[config.mk]
export PLATFORM = sky130hd
export DESIGN_NAME = sadc_ctrl
export DESIGN_NICKNAME = d
export VERILOG_FILES = /design/src/hw/sadc_pkg.sv /design/src/hw/sadc_chan_decode.sv /design/src/hw/sadc_pin_config.sv /design/src/hw/sadc_ctrl.sv
export VERILOG_INCLUDE_DIRS = /design/src /design/src/hw
export SDC_FILE = /design/constraint.sdc
export NUM_CORES = 1
export LEC_CHECK = 0
export BUFFER_PORTS_ARGS = -buffer_cell sky130_fd_sc_hd__buf_2
export CAP_MARGIN = 20
export CORE_ASPECT_RATIO = 1.1
export CORE_MARGIN = 1.5
export CORE_UTILIZATION = 54
export DETAILED_ROUTE_END_ITERATION = 10
export PLACE_DENSITY = 0.85
export SKIP_CTS_REPAIR_TIMING = 1
export SLEW_MARGIN = 20
export SYNTH_ARGS = -nofsm -noshare
export SYNTH_HDL_FRONTEND = slang
export SYNTH_HIERARCHICAL = 1
export SYNTH_SLANG_ARGS = --single-unit
[constraint.sdc]
create_clock -name core_clk_i -period 2.65 [get_ports core_clk_i]
set_input_delay 0.1325 -clock core_clk_i [delete_from_list [all_inputs] [get_ports core_clk_i]]
set_output_delay 0.1325 -clock core_clk_i [all_outputs]
set_load 0.03 [all_outputs]
[src/hw/sadc_cfg.svh]
// Register offsets, field positions, reset values and timing constants of the slope converter
`ifndef SADC_CFG_SVH
`define SADC_CFG_SVH
// Register indices; the byte address on the bus is four times the index
`define SADC_OFS_CTRL0 8'h1f
`define SADC_OFS_CTRL1 8'h9f
`define SADC_RST_CTRL0 8'h02
`define SADC_RST_CTRL1 8'h00
`define SADC_CH_HI 7
`define SADC_CH_LO 4
`define SADC_BIT_UNUSED 3
`define SADC_BIT_MUXOE 2
`define SADC_BIT_RRST 1
`define SADC_BIT_ZERO 0
`define SADC_CUR_HI 7
`define SADC_CUR_LO 4
`define SADC_PCB_HI 3
`define SADC_PCB_LO 2
`define SADC_PCA_HI 1
`define SADC_PCA_LO 0
`define SADC_CH_RSVD0 4'he
`define SADC_CH_COUNT 16
`define SADC_CUR_OFF 4'h0
`define SADC_CUR_STEP_NA 2250
`define SADC_RRST_MIN_NS 200000
`define SADC_CLK_NS 10
`define SADC_RRST_MIN_CYC ((`SADC_RRST_MIN_NS + `SADC_CLK_NS - 1) / `SADC_CLK_NS)
`define SADC_RESP_OKAY 2'h0
`define SADC_RESP_SLVERR 2'h2
`endif

[src/hw/sadc_pkg.sv]
// Types shared by the slope converter control files
package sadc_pkg;
  // Register one: channel, unused bit, mux enable, ramp reset, zero select
  typedef struct packed {
    logic [3:0] channel_select;
    logic unused_bit;
    logic mux_to_pin_enable;
    logic ramp_reset;
    logic zero_current_select;
  } sadc_ctrl0_type;
  // Register two: current code and two pin group configurations
  typedef struct packed {
    logic [3:0] ramp_current_select;
    logic [1:0] pin_group_config_hi;
    logic [1:0] pin_group_config_lo;
  } sadc_ctrl1_type;
  // Analog control bundle toward the analog macro
  typedef struct packed {
    logic [15:0] mux_sel_onehot;
    logic [14:0] ramp_current_leg;
    logic discharge;
    logic timer_stop;
    logic mux_to_pin;
    logic zero_enable;
  } sadc_analog_type;
  // Bus slave states
  typedef enum logic [1:0] {
    SADC_IDLE,
    SADC_WRESP,
    SADC_RDATA
  } sadc_bus_state_type;
endpackage

[src/hw/sadc_chan_decode.sv]
// Channel code to one-hot analog mux select
`timescale 1ns/1ps
`include "sadc_cfg.svh"
module sadc_chan_decode (
  input wire logic [3:0] code_i,
  output logic [15:0] onehot_o
);
  ////////////////////////////////////////////////////////////////////////////
  // One mux switch per code; reserved codes close no switch
  genvar g;
  generate
    for (g = 0; g < `SADC_CH_COUNT; g++) begin : gen_sw
      if (g >= `SADC_CH_RSVD0) begin : gen_rsvd
        assign onehot_o[g] = 1'b0; // RULE16
      end else begin : gen_live
        assign onehot_o[g] = (code_i == 4'(g)); // RULE1 RULE3
      end
    end
  endgenerate
endmodule

[src/hw/sadc_pin_config.sv]
// Two-bit pin group code to per-pin digital enables
`timescale 1ns/1ps
module sadc_pin_config (
  input wire logic [1:0] cfg_i,
  output logic [3:0] digital_o
);
  ////////////////////////////////////////////////////////////////////////////
  // Thermometer decode, top down: codes 1 and 2 each add one digital pin, code 3 turns all four digital
  always_comb begin
    case (cfg_i) // RULE14
      2'h0: digital_o = 4'h0;
      2'h1: digital_o = 4'h8;
      2'h2: digital_o = 4'hc;
      default: digital_o = 4'hf;
    endcase
  end
endmodule

[src/hw/sadc_ctrl.sv]
// Slope converter mux, ramp current and pin configuration control with AXI4-Lite registers
//
// The implementer's own choice: register access over AXI4-Lite.
`timescale 1ns/1ps
`include "sadc_cfg.svh"
// Operation
// RULE1: exactly one of sixteen channels reaches comparator; here codes 14 and 15 connect no channel
// RULE2: channel code from first register upper nibble
// RULE3: codes map pins, internal references, more pins
// RULE4: current code in second register upper nibble
// RULE5: code zero disables every current source
// RULE6: ramp reset stops timer, discharges capacitor
// RULE7: ramp reset disables current sources internally
// RULE8: current flows once ramp reset clears
// RULE9: software holds ramp reset 200 us
// RULE10: mux enable drives mux onto pin zero
// RULE11: zero select enables zeroing on two inputs
// RULE12: first register bit three reads zero
// RULE13: second register low nibble configures pin groups
// RULE14: config code turns pins digital top down
// RULE15: both registers readable and writable
// RULE16: reserved channel codes connect no source
module sadc_ctrl (
  input wire logic core_clk_i,
  input wire logic rst_i,
  input wire logic [9:0] s_axi_awaddr_i,
  input wire logic s_axi_awvalid_i,
  output logic s_axi_awready_o,
  input wire logic [31:0] s_axi_wdata_i,
  input wire logic [3:0] s_axi_wstrb_i,
  input wire logic s_axi_wvalid_i,
  output logic s_axi_wready_o,
  output logic [1:0] s_axi_bresp_o,
  output logic s_axi_bvalid_o,
  input wire logic s_axi_bready_i,
  input wire logic [9:0] s_axi_araddr_i,
  input wire logic s_axi_arvalid_i,
  output logic s_axi_arready_o,
  output logic [31:0] s_axi_rdata_o,
  output logic [1:0] s_axi_rresp_o,
  output logic s_axi_rvalid_o,
  input wire logic s_axi_rready_i,
  output sadc_pkg::sadc_analog_type analog_o,
  output logic [3:0] first_port_digital_o,
  output logic [3:0] second_port_digital_o,
  output logic ramp_reset_short_o
);
  ////////////////////////////////////////////////////////////////////////////
  // Register state
  sadc_pkg::sadc_ctrl0_type ctrl0; // First control register
  sadc_pkg::sadc_ctrl0_type next_ctrl0;
  sadc_pkg::sadc_ctrl1_type ctrl1; // Second control register
  sadc_pkg::sadc_ctrl1_type next_ctrl1;
  // Write channel capture, either order accepted
  logic aw_held;
  logic next_aw_held;
  // Byte address; bits 1:0 are ignored, bits 9:2 are the register index
  logic [9:0] aw_addr;
  logic [9:0] next_aw_addr;
  logic w_held;
  logic next_w_held;
  logic [7:0] w_data;
  logic [7:0] next_w_data;
  logic w_lane0;
  logic next_w_lane0;
  logic [1:0] bresp;
  logic [1:0] next_bresp;
  logic bvalid;
  logic next_bvalid;
  // Read channel
  logic rvalid;
  logic next_rvalid;
  logic [31:0] rdata;
  logic [31:0] next_rdata;
  logic [1:0] rresp;
  logic [1:0] next_rresp;
  // Discharge time monitor
  logic [15:0] rrst_cnt;
  logic [15:0] next_rrst_cnt;
  logic rrst_short;
  logic next_rrst_short;
  // Analog control outputs registered
  sadc_pkg::sadc_analog_type analog;
  sadc_pkg::sadc_analog_type next_analog;
  logic [3:0] port_a_dig;
  logic [3:0] port_d_dig;
  logic [15:0] mux_onehot;
  logic do_write;
  // Per-leg enables before they are gathered into the analog bundle
  logic [14:0] leg_on;

  ////////////////////////////////////////////////////////////////////////////
  // Combinational decoders
  sadc_chan_decode u_chan (
    .code_i(ctrl0.channel_select), // RULE2
    .onehot_o(mux_onehot)
  );

  sadc_pin_config u_pcfg_a (
    .cfg_i(ctrl1.pin_group_config_lo), // RULE13
    .digital_o(port_a_dig)
  );

  sadc_pin_config u_pcfg_d (
    .cfg_i(ctrl1.pin_group_config_hi), // RULE13
    .digital_o(port_d_dig)
  );

  ////////////////////////////////////////////////////////////////////////////
  // Handshake outputs; a channel is ready while not yet holding an item
  // Ready drops while a response waits, so only one write is ever in flight
  assign s_axi_awready_o = !aw_held && !bvalid;
  assign s_axi_wready_o = !w_held && !bvalid;
  assign s_axi_bvalid_o = bvalid;
  assign s_axi_bresp_o = bresp;
  assign s_axi_arready_o = !rvalid;
  assign s_axi_rvalid_o = rvalid;
  assign s_axi_rdata_o = rdata;
  assign s_axi_rresp_o = rresp;
  assign analog_o = analog;
  assign ramp_reset_short_o = rrst_short;
  assign do_write = aw_held && w_held && !bvalid;

  ////////////////////////////////////////////////////////////////////////////
  // Write path: capture address and data, then update and respond
  always_comb begin
    next_aw_held = aw_held;
    next_aw_addr = aw_addr;
    next_w_held = w_held;
    next_w_data = w_data;
    next_w_lane0 = w_lane0;
    next_bvalid = bvalid;
    next_bresp = bresp;
    next_ctrl0 = ctrl0;
    next_ctrl1 = ctrl1;
    // Address taken
    if (s_axi_awvalid_i && s_axi_awready_o) begin
      next_aw_held = 1'b1;
      next_aw_addr = s_axi_awaddr_i;
    end
    // Data taken; only lane zero carries register bits
    if (s_axi_wvalid_i && s_axi_wready_o) begin
      next_w_held = 1'b1;
      next_w_data = s_axi_wdata_i[7:0];
      next_w_lane0 = s_axi_wstrb_i[0];
    end
    // Both halves present: commit and answer
    if (do_write) begin
      next_aw_held = 1'b0;
      next_w_held = 1'b0;
      next_bvalid = 1'b1;
      next_bresp = `SADC_RESP_OKAY;
      // The word index picks the register; byte lanes above zero are ignored
      if (aw_addr[9:2] == `SADC_OFS_CTRL0) begin
        if (w_lane0) begin
          next_ctrl0 = w_data; // RULE15
          next_ctrl0.unused_bit = 1'b0; // RULE12
        end
      end else if (aw_addr[9:2] == `SADC_OFS_CTRL1) begin
        if (w_lane0) begin
          next_ctrl1 = w_data; // RULE15
        end
      end else begin
        // Unmapped words still answer, so a stray master never hangs
        next_bresp = `SADC_RESP_SLVERR; // Unmapped address
      end
    end else if (bvalid && s_axi_bready_i) begin
      next_bvalid = 1'b0;
    end
  end

  // Register the write path
  always_ff @(posedge core_clk_i) begin
    if (rst_i) begin
      aw_held <= 1'b0;
      aw_addr <= 10'h000;
      w_held <= 1'b0;
      w_data <= 8'h00;
      w_lane0 <= 1'b0;
      bvalid <= 1'b0;
      bresp <= `SADC_RESP_OKAY;
      ctrl0 <= `SADC_RST_CTRL0; // Ramp held in reset from power-on
      ctrl1 <= `SADC_RST_CTRL1;
    end else begin
      aw_held <= next_aw_held;
      aw_addr <= next_aw_addr;
      w_held <= next_w_held;
      w_data <= next_w_data;
      w_lane0 <= next_w_lane0;
      bvalid <= next_bvalid;
      bresp <= next_bresp;
      ctrl0 <= next_ctrl0;
      ctrl1 <= next_ctrl1;
    end
  end

  ////////////////////////////////////////////////////////////////////////////
  // Read path: one-cycle answer, held until rready
  always_comb begin
    next_rvalid = rvalid;
    next_rdata = rdata;
    next_rresp = rresp;
    // Reads never stall: arready is only low while an answer waits
    if (s_axi_arvalid_i && s_axi_arready_o) begin
      next_rvalid = 1'b1;
      next_rresp = `SADC_RESP_OKAY;
      next_rdata = 32'h0000_0000;
      if (s_axi_araddr_i[9:2] == `SADC_OFS_CTRL0) begin
        next_rdata[7:0] = ctrl0;
        next_rdata[`SADC_BIT_UNUSED] = 1'b0; // RULE12
      end else if (s_axi_araddr_i[9:2] == `SADC_OFS_CTRL1) begin
        next_rdata[7:0] = ctrl1; // RULE15
      end else begin
        next_rresp = `SADC_RESP_SLVERR;
      end
    end else if (rvalid && s_axi_rready_i) begin
      next_rvalid = 1'b0;
    end
  end

  // Register the read path
  always_ff @(posedge core_clk_i) begin
    if (rst_i) begin
      rvalid <= 1'b0;
      rdata <= 32'h0000_0000;
      rresp <= `SADC_RESP_OKAY;
    end else begin
      rvalid <= next_rvalid;
      rdata <= next_rdata;
      rresp <= next_rresp;
    end
  end

  ////////////////////////////////////////////////////////////////////////////
  // Discharge monitor: flags a ramp reset released before the minimum time.
  // Software owns the timing; this only reports a violation to the system.
  always_comb begin
    next_rrst_cnt = rrst_cnt;
    next_rrst_short = rrst_short;
    if (ctrl0.ramp_reset) begin
      // Saturating, so a long hold never wraps into a false short flag
      if (rrst_cnt != 16'(`SADC_RRST_MIN_CYC)) begin
        next_rrst_cnt = rrst_cnt + 16'h0001;
      end
    end else begin
      next_rrst_cnt = 16'h0000;
      if (analog.discharge) begin
        next_rrst_short = (rrst_cnt != 16'(`SADC_RRST_MIN_CYC)); // RULE9
      end
    end
  end

  // Register the monitor; power-on reset counts as a full discharge
  always_ff @(posedge core_clk_i) begin
    if (rst_i) begin
      rrst_cnt <= 16'(`SADC_RRST_MIN_CYC);
      rrst_short <= 1'b0;
    end else begin
      rrst_cnt <= next_rrst_cnt;
      rrst_short <= next_rrst_short;
    end
  end

  ////////////////////////////////////////////////////////////////////////////
  // Analog controls: ramp current legs are a thermometer of the code,
  // so current grows by one step per code value
  genvar g;
  generate
    for (g = 0; g < 15; g++) begin : gen_leg
      // Leg on when code exceeds its index and ramp is released
      assign leg_on[g] = (ctrl1.ramp_current_select > 4'(g)) // RULE4 RULE5
        && !ctrl0.ramp_reset; // RULE7 RULE8
    end
  endgenerate

  // Gather the next analog bundle; it is registered once more so the
  // analog side never sees decode glitches from a register write
  always_comb begin
    next_analog = '0;
    next_analog.ramp_current_leg = leg_on; // RULE4 RULE7
    next_analog.mux_sel_onehot = mux_onehot; // RULE1 RULE16
    // Timer stop and discharge share one source so they never disagree
    next_analog.discharge = ctrl0.ramp_reset; // RULE6
    next_analog.timer_stop = ctrl0.ramp_reset; // RULE6
    next_analog.mux_to_pin = ctrl0.mux_to_pin_enable; // RULE10
    next_analog.zero_enable = ctrl0.zero_current_select; // RULE11
  end

  // Register analog controls and port configuration
  // Pin enables lag the register by one cycle, like the analog controls
  always_ff @(posedge core_clk_i) begin
    if (rst_i) begin
      analog <= '0;
      analog.discharge <= 1'b1;
      analog.timer_stop <= 1'b1;
      analog.mux_sel_onehot <= 16'h0001;
      first_port_digital_o <= 4'h0;
      second_port_digital_o <= 4'h0;
    end else begin
      analog <= next_analog;
      first_port_digital_o <= port_a_dig; // RULE13 RULE14
      second_port_digital_o <= port_d_dig; // RULE13 RULE14
    end
  end
endmodule

## Yosys cells after proc, flatten, opt, wreduce, memory -nomap -nowiden

Cells that the tools add are included.

- Divide/modulo/power cells: 0
- Bitwise operators: 2
- Multiply operators: 0
- Shift-type cells: 0
- Add/subtract/negate cells: 1
- Mux-type cells: 14
- Reduce and logical (&&, ||, !) cells: 39
- Order comparisons: 15
- Equal/unequal tests: 23

Operators by type and width:

| kind | count |
|---|---|
| 2-to-1 mux 15 bit | 2 |
| greater-than comparator 4 bit, second input constant | 7 |
| equality test 4 bit, second input constant | 6 |
| logical AND 1 bit | 24 |
| case mux 4 bit (3 select lines) | 2 |
| adder 16 x 1 -> 16 bit, second input constant | 1 |
| equality test 4 x 3 -> 1 bit, second input constant | 4 |
| equality test 8 x 5 -> 1 bit, second input constant | 2 |
| equality test 8 bit, second input constant | 2 |
| greater-than comparator 4 x 3 -> 1 bit, second input constant | 4 |
| 2-to-1 mux 8 bit | 2 |
| inequality test 16 x 15 -> 1 bit, second input constant | 1 |
| equality test 4 x 2 -> 1 bit, second input constant | 2 |
| greater-than comparator 4 x 1 -> 1 bit, second input constant | 2 |
| greater-than comparator 4 x 2 -> 1 bit, second input constant | 2 |
| 2-to-1 mux 2 bit | 4 |
| zero test 1 bit | 5 |
| equality test 2 x 1 -> 1 bit, second input constant | 2 |
| equality test 2 bit, second input constant | 2 |
| equality test 4 x 1 -> 1 bit, second input constant | 1 |
| zero test 2 bit | 2 |
| zero test 4 bit | 1 |
| 2-to-1 mux 1 bit | 4 |
| AND reduction 4 bit | 1 |
| 6 further kinds | 9 |

- Word-level logic and storage cells: 122
- Input bits: 63
- Memories: 0
- Bits in read-only memories: 0
- Bits in writable memories: 0
- Flip-flop bits (word level): 109
- Latch bits: 0

## Longest topological paths before layout

- Depth after elaboration: 3
- Depth in mapped cells: 6
- Depth with buffers taken out: 6

## Modules after synthesis

The synthesis kept the hierarchy.

By module, submodules not included:

| module | times used | cells an instance | area each (um^2) |
|---|---|---|---|
| sadc_ctrl | 1 | 418 | 3955.0 |
| sadc_chan_decode | 1 | 21 | 285.3 |
| sadc_pin_config | 2 | 4 | 25.0 |

## Worst setup path after synthesis

OpenSTA, ideal clock, no wires.

- Kind: reg-to-reg
- Start point: reg bvalid (netlist: s_axi_bvalid_o)
- End point: reg ctrl1[0] (netlist bit)
- Clock period less this slack: 1.662 ns
- Arrival: 1.535 ns
- Library setup time: 0.128 ns
- Path slack: 0.988 ns
- Buffers on the path: 0
- Cell stages (with the launch flop): 5
- Cell sequence: dfxtp_1 -> nand4b_1 -> nor4_4 -> mux2i_1 -> nor2_1

- Cells in the longest elaborated chain, start to end: 3

RTL lines:

| what | RTL line | source |
|---|---|---|
| from (decl) | sadc_ctrl.sv:68 | `logic bvalid;` |
| from (signal assigned) | sadc_ctrl.sv:190 | `bvalid <= next_bvalid;` |
| zero test 1 bit | sadc_ctrl.sv:122 | `assign do_write = aw_held && w_held && !bvalid;` |
| logical AND 1 bit | sadc_ctrl.sv:122 |  |
| AND reduction 4 bit (no source line) | - |  |
| to (signal assigned) | sadc_ctrl.sv:183 | `` ctrl1 <= `SADC_RST_CTRL1; `` |
| to (signal assigned) | sadc_ctrl.sv:193 | `ctrl1 <= next_ctrl1;` |
| to (decl) | sadc_ctrl.sv:52 | `sadc_pkg::sadc_ctrl1_type ctrl1;` |

No other way between the ends.
A chain may end at the register's enable or synchronous reset.

## Worst setup path in the final report

- Start point: reg bvalid (netlist: s_axi_bvalid_o)
- End point: reg ctrl1[1] (netlist bit)

Same word-level chain as after synthesis.

==> metrics.md <==
| Metric | Value |
|---|---|
| Setup-failing EPs final | 0 |
| Main combinational cell family by area after synthesis | simple AND/OR/NAND/NOR gates |
| Leak pwr | 2.07 nW |
| Yosys top cell area share | 49.0% |
| Max Buffers Root-to-Sink | 2 |
| Total Nets Final | 590 |
| Comb power frac | 7.4% |
| MaxCap Viol Count | 0 |
| DP HPWL | 5410 um |
| Hold_sp | s_axi_awaddr_i[7] |
| CP Launch Type | flip-flop |
| Num rows | 33 |
| Simple-Gate Fraction of Synth Area | 26.0% |
| Non-Filler Instances | 635 |
| Compound-Gate Fraction of Synth Area | 7.12% |
| Placed Area | 0.00462 mm^2 |
| Maximum VDD drop | 0.000300 V |
| FF-to-FF End | ctrl1[1] |
| Routed len/inst | 12.2 um |
| # diodes | 0 |
| Area grow syn2layout | 13.9% |
| FF+latch count, synth | 105 |
| Drt initial violations | 135 |
| Post-Place Cells | 614 |
| Worst r2r src | s_axi_bvalid_o |
| Yosys top cell by area | dfxtp_1 |
| Number of global-route vias before repair | 2727 |
| Endpoints failing hold | 3 |
| Commonest cells after routing, fill and taps aside | dfxtp_1, buf_2, nand2_1, nor2_1, a21oi_1 |
| Final Cycle Share | 67.1% |
| Worst reg2reg setup slack | 0.87 ns |
| Psw | 746 uW |
| Post-Syn Area | 0.00429 mm^2 |
| Core ar. | 0.00760 mm^2 |
| Share of layout cells above drive strength 1 | 24.0% |
| Status | finished with violations |
| Tmin final | 1.78 ns |
| Synth Area in Adders | 0.583% |
| Multiplexer share of the synthesized area | 5.57% |
| Pre-antenna DRT Iters | 6 |
| Final Cell Area | 0.00488 mm^2 |
| Seq/Total Area, Yosys | 49.0% |
| Most used DFF post-synth | dfxtp_1 |
| CTS tree | yes |
| Antenna violations before repair | 0 |
| Clock share of power | 35.8% |
| Yosys cell types | 45 |
| Filler Cell Count | 664 |
| Worst hold margin | -0.00934 ns |
| Vias per inst | 4.91 |
| Register area | 0.00210 mm^2 |
| Critical Path Fanout Max | 8 |
| Clock Sinks | 105 |
| Die area | 0.00849 mm^2 |
| Worst EP arrival | 2.00 ns |
| Die height | 96.5 um |
| DR vias | 3120 |
| Worst-case reg-to-reg path depth | 4 |
| Final worst setup slack | 0.871 ns |
| Sequential fraction of design power | 56.8% |
| Final WL | 7770 um |
| Failing checks | hold timing |
| Synth Area per Inst | 9.60 um^2 |
| First-pass GRT wire length | 12300 um |
| Hold Path Class | input pin to flip-flop |
| Commonest non-fill, non-tap cell in the layout | dfxtp_1 |
| Critical Path Sink | ctrl1[1] |
| GRT Total Usage | 18.6% |
| Global placer's final weighted congestion | 0.811 |
| Area occupied by multi-input gates | 0.00189 mm^2 |
| RSZ-0062 raised after global routing | false |
| Syn Inst Count | 447 |
| Top-Level Pins | 148 |
| Synth Area in XOR/XNOR | 2.25% |
| Drt drc | 0 |
| Setup_tns | 0 ns |
| Worst slew pin tran | 0.740 ns |
| Die X | 88.0 um |
| Port Buffers | 90 |
| CP startpoint | s_axi_bvalid_o |
| Critical path class | flip-flop to flip-flop |
| Total CTS buffers | 9 |
| Syn. warnings | 6 |
| CTS H-Tree Depth | 3 |
| Setup Slack @ Placement | 0.892 ns |
| Dominant cells by area after synthesis | dfxtp_1, buf_4, nand2_1 |
| Worst Clk Skew | 0.0113 ns |
| Power Dens Cells | 587 mW/mm^2 |
| Internal power | 2.12 mW |
| Worst-path clk slew | 0.10 ns |
| Switching part of the total | 26.0% |
| Largest net degree at the start of global routing | 77 |
| Antenna-violating nets left | 0 |
| Clk_lat worst skew | 0.37 ns |
| Fmax | 562 MHz |
| Worst Path Required | 2.87 ns |
| Slew Viols, Final | 0 |
| Post-synth ARST share | 0% |
| Post-synth EDFFs | 0 |
| Gr ovfl total | 0 |
| CP Capture Type | flip-flop |
| Clk root buf | clkbuf_8 |
| Initial Util | 56.5% |
| Worst slew margin | 50.3% |
==> cell usage after synthesis, types with 2 or more instances <==
library cell and instances:
o21ai_0 8, dfxtp_1 105, nor3_1 6, nand2_1 47, a21oi_1 30, and2_1 3, nor4_1 4, a22oi_1 7
nand4b_1 2, xnor2_1 3, nor4_4 3, or2_1 2, xor2_1 8, nand2b_1 6, buf_4 31, nor2_1 46
nor4b_4 4, and4bb_1 6, mux2_2 7, a21o_1 5, nand4_1 3, and2_2 2, inv_1 11, ha_1 2
nand3_1 7, mux2i_1 16, nor2b_1 27, clkbuf_1 18, nand3b_1 2, conb_1 2, buf_6 4, nor4b_1 4
and4b_1 3, or3_1 2
==> sequential cells by signal, indices dropped and copies added, names as in the netlist <==
signal / count
analog_o: 34
aw_addr: 8
aw_held: 1
ctrl0: 7
ctrl1: 8
first_port_digital_o: 4
ramp_reset_short_o: 1
rrst_cnt: 16
s_axi_bresp_o: 1
s_axi_bvalid_o: 1
s_axi_rdata_o: 8
s_axi_rresp_o: 1
s_axi_rvalid_o: 1
second_port_digital_o: 4
w_data: 8
w_held: 1
w_lane0: 1
==> kinds of logic (layout without fill, tap and decap cells) <==
group	Yosys count	after routing
AND/OR/NAND/NOR	184	184
multiplexers	23	23
buffers and inverters	67	124
flip-flops	105	105
other	2	28
adder cells (fa/ha/maj)	2	2
AO/OA/AOI/OAI	53	53
XOR/XNOR	11	11
==> worst min-delay path by stage <==
stage,end,slack [ns],depth (start not counted)
2_1_floorplan,aw_addr[2],0.27,2
3_3_place_gp,ramp_reset_short_o,0.36,2
3_5_place_dp,ramp_reset_short_o,0.36,2
4_1_cts,ramp_reset_short_o,-0.03,2
5_1_grt,aw_addr[8],0.002,3
6_report,aw_addr[7],-0.009,3
==> stage by stage <==
stage | util, % | power (mW)
floorplan | - | 1.85
global route | 64.3 | 2.97
global placement | 60.9 | 1.86
CTS | 63.6 | 2.89
detailed placement | 60.9 | 1.87
finish | 64.3 | 2.87
==> power groups by stage <==
stage / Combinational, mW / Sequential (mW) / Clock, mW
after global placement: 0.202 / 1.66 / 0
after detailed placement: 0.206 / 1.66 / 0
after floorplan: 0.179 / 1.67 / 0
final: 0.212 / 1.63 / 1.03
after CTS: 0.206 / 1.63 / 1.05
after global routing: 0.233 / 1.63 / 1.11
==> cell type report <==
class	count	area share [%]
tap	105	2.69
multi-input combinational	301	38.6
timing repair buffer	96	10.4
clock buffer	9	2.54
clock inverter	7	1.79
inverter	12	0.922
sequential	105	43.0
==> critical path, stage by stage (launching register included) <==
cell,delay (ns)
dfxtp_1,0.39
nand4b_1,0.31
nor4_4,0.61
mux2i_1,0.27
nor2_1,0.06
==> routing by layer <==
layer / vias to the layer above / routed length [um] / GRT usage (%)
met2: 91 / 3800 / 32.0
met3: 9 / 463 / 4.08
met4: 0 / 134 / 9.26
li1: 1591 / - / -
met5: - / 0 / 0
met1: 1429 / 3380 / 21.8
Power figures use the tool's default switching activity.
